<file path="config.mk">
export PLATFORM = sky130hd
export DESIGN_NAME = drf_register_file
export DESIGN_NICKNAME = d
export VERILOG_FILES = /design/src/design/drf_operand_latch.v /design/src/design/drf_register_file.v
export VERILOG_INCLUDE_DIRS = /design/src /design/src/design
export SDC_FILE = /design/constraint.sdc
export NUM_CORES = 1
export LEC_CHECK = 0
export ABC_AREA = 0
export BUFFER_PORTS_ARGS = -buffer_cell sky130_fd_sc_hd__buf_2
export CAP_MARGIN = 20
export CORE_ASPECT_RATIO = 1.1
export CORE_MARGIN = 2
export CORE_UTILIZATION = 52
export DETAILED_ROUTE_END_ITERATION = 8
export GPL_TIMING_DRIVEN = 0
export PLACE_DENSITY_LB_ADDON = 0.1
export SYNTH_ARGS = -nofsm -noshare
export SYNTH_HDL_FRONTEND = slang
export SYNTH_SLANG_ARGS = --single-unit
</file>
<file path="constraint.sdc">
create_clock -name clk_sys -period 1.9 [get_ports clk_sys]
set_clock_uncertainty 0.2 [all_clocks]
set_input_delay 0.38 -clock clk_sys [delete_from_list [all_inputs] [get_ports clk_sys]]
set_output_delay 0.38 -clock clk_sys [all_outputs]
set_load 0.02 [all_outputs]
</file>
<file path="src/design/drf_regs.vh">
// Constants for the dual-read register file of the bit slice.
// Assumes inclusion by bare name from the design files; definitions only.
`ifndef DRF_REGS_VH
`define DRF_REGS_VH
// ----------------------------------------
// Operand source select codes
// ----------------------------------------
`define DRF_SRC_REG   2'h0
`define DRF_SRC_DIN   2'h1
`define DRF_SRC_HOLD  2'h2
// ----------------------------------------
// Result destination codes
// ----------------------------------------
`define DRF_DST_NONE  2'h0
`define DRF_DST_REGA  2'h1
`define DRF_DST_REGB  2'h2
`define DRF_DST_HOLD  2'h3
// ----------------------------------------
// Reset values
// ----------------------------------------
`define DRF_HOLD_RST  4'h0
`define DRF_OUT_RST   4'h0
`endif

</file>
<file path="src/design/drf_operand_latch.v">
// Level-sensitive operand latch, transparent while the gate is high.
// Assumes the gate is the slice clock input and data settles before it falls.
`default_nettype none
module drf_operand_latch #(
   parameter WIDTH = 4
) (
   input  wire             gate,
   input  wire [WIDTH-1:0] dIn,
   output reg  [WIDTH-1:0] qOut
);
   // ----------------------------------------
   // Latch
   // ----------------------------------------
   always @* begin
      if (gate) begin
         qOut = dIn;
      end else begin
         qOut = qOut;
      end
   end
endmodule
`default_nettype wire

</file>
<file path="src/design/drf_register_file.v">
// Dual-read register file of a four-bit slice with operand latches and muxes.
// Assumes the ALU sits outside: it sees aluOpA/aluOpB and returns aluResult.
`include "drf_regs.vh"
`default_nettype none
module drf_register_file #(
   parameter WIDTH = 4,
   parameter DEPTH = 16,
   parameter AW    = 4
) (
   input  wire             clk_sys,
   input  wire             reset_n,
   input  wire             clock_pulse_in,
   input  wire [AW-1:0]    addrA,
   input  wire [AW-1:0]    addrB,
   input  wire [1:0]       srcSelA,
   input  wire [1:0]       srcSelB,
   input  wire [WIDTH-1:0] dataIn,
   input  wire [WIDTH-1:0] aluResult,
   input  wire [1:0]       dstSel,
   output wire [WIDTH-1:0] aluOpA,
   output wire [WIDTH-1:0] aluOpB,
   output wire [WIDTH-1:0] rawA,
   output wire [WIDTH-1:0] rawB,
   output reg  [WIDTH-1:0] holdReg_r,
   output reg  [WIDTH-1:0] resultOut_r
);
   // ----------------------------------------
   // Clock-phase input synchroniser
   // ----------------------------------------
   // The phase pin is foreign to clk_sys, so it passes two flops first.
   reg         phaseMeta_r;
   reg         phaseSync_r;
   always @(posedge clk_sys or negedge reset_n) begin
      if (!reset_n) begin
         phaseMeta_r <= 1'b0;
         phaseSync_r <= 1'b0;
      end else begin
         phaseMeta_r <= clock_pulse_in;
         phaseSync_r <= phaseMeta_r;
      end
   end

   // ----------------------------------------
   // Register array
   // ----------------------------------------
   // No reset on the array: contents are undefined until written.
   reg  [WIDTH-1:0] regArray [0:DEPTH-1];
   wire [WIDTH-1:0] readA;
   wire [WIDTH-1:0] readB;
   assign readA = regArray[addrA];
   assign readB = regArray[addrB];

   // ----------------------------------------
   // Operand latches
   // ----------------------------------------
   // Modelled as sampling flops gated by the synchronised phase, so every
   // register stays on clk_sys; the trade is two cycles of phase delay.
   reg  [WIDTH-1:0] latchA_r;
   reg  [WIDTH-1:0] latchB_r;
   always @(posedge clk_sys or negedge reset_n) begin
      if (!reset_n) begin
         latchA_r <= `DRF_OUT_RST;
         latchB_r <= `DRF_OUT_RST;
      end else if (phaseSync_r) begin
         latchA_r <= readA;
         latchB_r <= readB;
      end
   end
   // Low phase: latches hold, so the fed-back result stays stable.
   assign rawA = latchA_r;
   assign rawB = latchB_r;

   // ----------------------------------------
   // Operand multiplexers
   // ----------------------------------------
   reg  [WIDTH-1:0] opA;
   reg  [WIDTH-1:0] opB;
   always @* begin
      if (srcSelA == `DRF_SRC_DIN) begin
         opA = dataIn;
      end else if (srcSelA == `DRF_SRC_HOLD) begin
         opA = holdReg_r;
      end else begin
         opA = latchA_r;
      end
   end
   always @* begin
      if (srcSelB == `DRF_SRC_DIN) begin
         opB = dataIn;
      end else if (srcSelB == `DRF_SRC_HOLD) begin
         opB = holdReg_r;
      end else begin
         opB = latchB_r;
      end
   end
   assign aluOpA = opA;
   assign aluOpB = opB;

   // ----------------------------------------
   // Write-back, one per low phase
   // ----------------------------------------
   // A write fires on the first cycle of the low phase only, so a long low
   // phase cannot write twice.
   reg  phaseLow_r;
   wire writeSlot;
   always @(posedge clk_sys or negedge reset_n) begin
      if (!reset_n) begin
         // Start as if already low, so leaving reset opens no write slot
         phaseLow_r <= 1'b1;
      end else begin
         phaseLow_r <= !phaseSync_r;
      end
   end
   assign writeSlot = !phaseSync_r && !phaseLow_r;

   wire [AW-1:0] writeAddr;
   wire          writeEn;
   assign writeAddr = (dstSel == `DRF_DST_REGB) ? addrB : addrA;
   assign writeEn   = writeSlot &&
                      ((dstSel == `DRF_DST_REGA) || (dstSel == `DRF_DST_REGB));

   always @(posedge clk_sys) begin
      if (writeEn) begin
         regArray[writeAddr] <= aluResult;
      end
   end

   // ----------------------------------------
   // Holding register and off-chip output
   // ----------------------------------------
   always @(posedge clk_sys or negedge reset_n) begin
      if (!reset_n) begin
         holdReg_r   <= `DRF_HOLD_RST;
         resultOut_r <= `DRF_OUT_RST;
      end else begin
         resultOut_r <= aluResult;
         if (writeSlot && (dstSel == `DRF_DST_HOLD)) begin
            holdReg_r <= aluResult;
         end
      end
   end

   // ----------------------------------------
   // Raw latch view
   // ----------------------------------------
   // Raw latch taps are exported so the slice can observe operands directly;
   // the pure-latch cell drf_operand_latch remains available for async use.
   drf_operand_latch #(
      .WIDTH (WIDTH)
   ) unusedLatch (
      .gate (1'b0),
      .dIn  ({WIDTH{1'b0}}),
      .qOut ()
   );
endmodule
`default_nettype wire

</file>
==> results of run 1 <==
[timing repair]
action | in CTS | in global routing
hold endpoints to repair | 19 | 0
setup endpoints to repair | 64 | 62
setup buffers | 7 | 4
pin swaps | 0 | 11
gates resized for setup | 12 | 40
hold buffers | 2 | 0
[placed cells by master, fill, tap and decap left out, drive strengths merged]
cell type	netlist	routed
o211a	1	1
inv	4	7
nor2b	8	8
clkbuf	9	16
a31oi	9	9
a21oi	13	13
mux2i	8	8
a211oi	8	8
dfrtp	18	18
dfstp	1	1
nand2b	4	4
mux4	32	32
bufinv	0	1
edfxtp	64	64
nor2	19	19
nor3	2	2
clkinvlp	0	1
a22o	4	4
ha	2	2
and3	1	1
dlygate4sd3	0	2
o22ai	8	8
buf	8	61
nor3b	4	4
nand2	20	20
clkinv	1	3
mux2	8	8
o21ai	2	2
nand3b	5	5
or2	1	1
[final cells by class]
class	instances	area [um^2]	share of cell area [%]
timing repair buffer	54	334.1	6.816
clock buffer	9	123.9	2.527
clock inverter	7	75.07	1.532
multi-input combinational	159	1707	34.82
tap	105	131.4	2.681
sequential	83	2402	49.02
inverter	5	18.77	0.3829
buffer	16	108.9	2.221
[state kept, by name (all words and copies together) (netlist names)]
register / cells
regArray: 64
phaseLow_r: 1
rawB: 4
resultOut_r: 4
holdReg_r: 4
phaseMeta_r: 1
phaseSync_r: 1
rawA: 4
[Yosys cell counts]
cell type / instances / share of area (%)
edfxtp_1: 64 / 47
nand2_1: 20 / 1.8
nor2_1: 19 / 1.7
dfrtp_1: 18 / 11
mux4_2: 17 / 9.4
mux4_1: 15 / 9.6
a21oi_1: 13 / 1.6
a31oi_1: 9 / 1.4
clkbuf_1: 9 / 0.83
a211oi_1: 8 / 1.5
mux2_2: 8 / 2.2
mux2i_1: 8 / 2.0
nor2b_1: 8 / 1.2
o22ai_1: 8 / 1.2
nand3b_1: 5 / 0.92
a22o_1: 4 / 0.86
inv_1: 4 / 0.37
nand2b_1: 4 / 0.61
nor3b_1: 4 / 0.73
buf_6: 3 / 0.83
buf_1: 2 / 0.18
buf_2: 2 / 0.24
ha_1: 2 / 0.61
nor3_1: 2 / 0.24
o21ai_0: 2 / 0.24
and3_1: 1 / 0.15
buf_12: 1 / 0.49
clkinv_1: 1 / 0.092
dfstp_2: 1 / 0.64
o211a_1: 1 / 0.24
or2_2: 1 / 0.15
[kinds of logic after synthesis]
logic type                 Yosys count
buffers and inverters               22
AOI/OAI and AO/OA                   45
DFF                                 83
and+or+nand+nor                     64
adders and majority gates            2
muxes                               48
[final timing paths]
check,startpoint,to,slack (ns)
max,rawB[1],aluOpB[1],-0.05
min,aluResult[2],resultOut_r[2],0.12
max reg2reg,phaseSync_r,regArray[10][1],0.10
min reg2reg,phaseMeta_r,phaseSync_r,0.15
max in group asynchronous,reset_n,phaseLow_r,0.90
min in group asynchronous,reset_n,resultOut_r[2],0.27
[report_power, final]
| group | internal, uW | switching (uW) |
|---|---|---|
| Clock | 616 | 657 |
| Sequential | 2010 | 50.6 |
| Combinational | 297 | 355 |
| Total | 2930 | 1060 |
[metrics by stage]
stage	setup TNS, ns	setup slack [ns]	util [%]	hold WS (ns)
floorplan	-0.1230	-0.01026	-	-0.1156
global placement	-26.73	-0.4863	58.75	0.1322
detailed placement	-28.97	-0.5261	58.75	0.1355
CTS	-0.03033	-0.03033	62.71	0.1264
global route	-1.866	-0.08104	64.86	0.1383
finish	-0.2585	-0.04794	64.86	0.1247
[routing by layer]
metal / share of wire, % / track usage (%) / vias up
li1: - / - / 1192
met1: 43 / 32.68 / 1291
met2: 47 / 33.37 / 120
met3: 8.4 / 5.887 / 15
met4: 1.9 / 7.809 / 0
met5: 0 / 0 / -
==> flow_summary.ini, run 1 <==
[run_status]
status = finished with violations
violations = negative setup slack

[synth]
synth_cell_types = 31
synthCells = 264
synthMuxAreaShare_pct = 23.14
yosysSeqAreaShare_pct = 58.61
yosys_warnings = 0
avgSynthCellArea_um2 = 15.50
netlist_area_um2 = 4093
synth_top_family_by_area = multiplexers
syn_nets = 291
synth_compound_area_share_pct = 7.001
synth_seq_cells = 83
synth_xor_area_share_pct = 0
synthAdderAreaFrac_pct = 0.6114
synth-simple-area-share_pct = 7.612

[cts]
path_clk_slew_ns = 0.09
cts_tree = built
clockRootBuffer = clkbuf_8
max-clock-path-buffers = 2
cts.sinks = 83
htree_num_levels = 3
cts_buffers = 9
clk-insertion-delay-late_ns = 0.36

[worst_setup_path]
path_delay_family = flip-flops
criticalPathCategory = reg -> out
arrival_ns = 1.37
critPathRequiredTime_ns = 1.32
critPathMaxStageDelay_ns = 0.40
path_cells = nor2b_1 -> a211oi_1 -> a21oi_1 -> buf_2
critPathBufInv = 1
r2r_cells = 3
crit_path_start_kind = flop
slowest_stage = dfrtp_1
crit_cells = 4
critPathCaptureType = output port
cp_max_fo = 3

[hold_path]
hold_depth = 1
hold_class = in -> reg

[timing]
fin_crit_ns = 1.948
tightest_slew_ns = 0.6953
max_freq_mhz = 513.4
slew_viol_final = 0
hold_viol_final = 0
grt_setup_unrepaired = true
finalWorstSetupSlack_ns = -0.04794
fin_crit_sh_pct = 102.5
relSlewSlack_pct = 53.65
setup_viol = 17

[place]
place_inst = 410
placed_area_um2 = 4439
io_buffer_count = 41
routabilityCongestion = 0.8381
place_hpwl_um = 6453

[route]
dr.pass1.iters = 5
route.detailed.drc = 0
via_per_inst = 5.977
drtIter0Drc = 226
drt-total-wl_um = 9113
vias = 2618
postRouteAntennaNets = 0
routedWlPerCell_um = 20.81

[finish]
nets = 355
syn_to_final_growth_pct = 19.75
fill_cells = 572
fin_area_um2 = 4901
instances_no_fill = 438
drive_above_1_share_pct = 40.84
diodes = 0

[floorplanning]
start_util_pct = 54.16
pin_count = 49
die_h_um = 97.05
fp.dieArea_um2 = 8597
core_area_um2 = 7556
die_w_um = 88.59
rows = 33

[global_route]
antenna_found_initial = 0
track_usage_pct = 22.55
grt_pass1_wl_um = 13950
grt.overflow.total = 0
grt_start_max_net_pins = 20
grt_pass1_vias = 2546

[pwr]
power_density_nw_per_um2 = 813.8
p_leak_uw = 0.001789
ir_drop_v = 0.0004328
power_uw = 3989

[flow_run]
maxCapViolCount = 0
(Power assumes the default switching activity.)
==> inputs of run 2 (changes only) <==
--- a/config.mk
+++ b/config.mk
@@ -15,6 +15,7 @@
 export DETAILED_ROUTE_END_ITERATION = 8
 export GPL_TIMING_DRIVEN = 0
 export PLACE_DENSITY_LB_ADDON = 0.1
+export RECOVER_POWER = 50
 export SYNTH_ARGS = -nofsm -noshare
 export SYNTH_HDL_FRONTEND = slang
 export SYNTH_SLANG_ARGS = --single-unit
==> run 2 against run 1 <==
Compared with the run above: the run still ends with negative setup slack left; hold slack better by 0.030 ns; first-iteration DRC count fell by 0.88%; global-route usage is the same; die area stayed put; worst setup slack lost 0.0043 ns; register-to-register slack about the same; critical path type unchanged; highest routed layer unchanged.
==> flow_summary.ini, run 2 (synthesis results as in run 1) <==
[run_status]
status = finished with violations
violations = negative setup slack

[timing]
tightest_slew_ns = 0.8834
setup_viol = 17
fin_crit_sh_pct = 102.7
max_freq_mhz = 512.2
slew_viol_final = 0
relSlewSlack_pct = 41.11
finalWorstSetupSlack_ns = -0.05220
grt_setup_unrepaired = true
fin_crit_ns = 1.952
hold_viol_final = 0
setup-tns-final_ns = -0.5180

[pwr]
power_uw = 3985
p_leak_uw = 0.001778
ir_drop_v = 0.0004316
power_density_nw_per_um2 = 813.9

[cts]
htree_num_levels = 3
clk-insertion-delay-late_ns = 0.36
cts_tree = built
clockRootBuffer = clkbuf_8
max-clock-path-buffers = 2
cts.sinks = 83
cts_buffers = 9
path_clk_slew_ns = 0.09

[worst_setup_path]
path_cells = nor2b_1 -> a211oi_1 -> a21oi_1 -> buf_2
slowest_stage = dfrtp_1
endpoint = aluOpB[1]
critPathBufInv = 1
cp_max_fo = 3
r2r_cells = 3
crit_path_start_kind = flop
crit_cells = 4
path_delay_family = flip-flops
r2r_start = phaseSync_r
startpoint = rawB[1]
critPathCaptureType = output port
arrival_ns = 1.37
regToRegSetupSlack_ns = 0.10
criticalPathCategory = reg -> out
critPathMaxStageDelay_ns = 0.40
reg2reg_to = regArray[10][1]
critPathRequiredTime_ns = 1.32

[place]
routabilityCongestion = 0.8381
io_buffer_count = 41
place_hpwl_um = 6453

[global_route]
grt_start_max_net_pins = 20
met3_usage_pct = 5.887
busiest_layer = met2
grt_pass1_wl_um = 13950
grt.overflow.total = 0
track_usage_pct = 22.55
globalRouteMet2Util_pct = 33.37
grt_pass1_vias = 2546
use_met1_pct = 32.68
antenna_found_initial = 0

[finish]
mostFrequentLayoutCells = 64 x edfxtp_1, 34 x buf_2, 20 x nand2_1, 17 x mux4_2
final_common_cell = edfxtp_1
diodes = 0
syn_to_final_growth_pct = 19.63
drive_above_1_share_pct = 39.64
largest_reg_flops = 64
fill_cells = 573
nets = 355
largest-register = regArray

[route]
dr.pass1.iters = 4
route.detailed.drc = 0
via_per_inst = 5.943
postRouteAntennaNets = 0
drtIter0Drc = 224
drt-total-wl_um = 9085
routedWlPerCell_um = 20.74
vias = 2603

[floorplanning]
die_h_um = 97.05
die_w_um = 88.59
pin_count = 49
rows = 33
core_area_um2 = 7556
start_util_pct = 54.16
fp.dieArea_um2 = 8597

[hold_path]
hold_class = reg -> reg

[flow_run]
maxCapViolCount = 0
[run 2: cell count changes in the layout (fill, tap and decap cells not counted)]
cell      before  now
buf_2         38   34
clkbuf_1       4    8
[run 2: repair_timing]
action | CTS | global route
hold buffers | 2 | 0
buffers inserted | 7 | 4
cloned | 0 | 0
resized for setup | 12 | 40
pin swaps | 0 | 11
endpoints found under the setup margin | 64 | 62
endpoints found under the hold margin | 19 | 0
[run 2: per-stage QoR]
stage               util [%]  setup slack [ns]  instance area (um^2)  std cells  hold WS [ns]
finish                 64.80          -0.05220                  4896        438        0.1544
global route           64.80          -0.08104                  4896        438        0.1679
CTS                    62.71          -0.03033                  4738        434        0.1264
detailed placement     58.75           -0.5261                  4439        410        0.1355
global placement       58.75           -0.4863                  4439        410        0.1322
floorplan                  -          -0.01026                  4103        264       -0.1156
[run 2: how the worst min path moves through the flow]
| stage | startpoint | slack (ns) | end | cells past startpoint |
|---|---|---|---|---|
| after floorplan | reset_n | -0.12 | holdReg_r[0] | 0 |
| after global placement | reset_n | 0.13 | resultOut_r[1] | 1 |
| after detailed placement | reset_n | 0.14 | resultOut_r[3] | 1 |
| after CTS | aluResult[3] | 0.13 | resultOut_r[3] | 1 |
| after global routing | phaseMeta_r | 0.17 | phaseSync_r | 0 |
| final | phaseMeta_r | 0.15 | phaseSync_r | 0 |
[run 2: final cells by class]
type	count	area [um^2]	share of cell area, %
Clock buffer	9	123.9	2.530
Timing Repair Buffer	54	329.1	6.721
Tap cell	105	131.4	2.683
Buffer	16	108.9	2.223
Sequential cell	83	2402	49.07
Multi-Input combinational cell	159	1707	34.86
Clock inverter	7	75.07	1.533
Inverter	5	18.77	0.3833
[run 2: worst reg2reg max path: stages, from the launching register on]
cell	delay (ns)
dfrtp_1	0.43
nor3_4	0.32
nand2b_1	0.20
nor2_1	0.32
[run 2: per-layer routing]
metal  wire, um  vias to the layer above
met3        637                       12
met4        180                        0
met5          0                        -
li1           -                     1193
met1       3949                     1290
met2       4318                      108
[run 2: where the power goes]
group	leakage (uW)	internal [uW]	switching (uW)
clock	0.0000992	616	654
combinational	0.000886	296	355
sequential	0.000793	2010	50.6
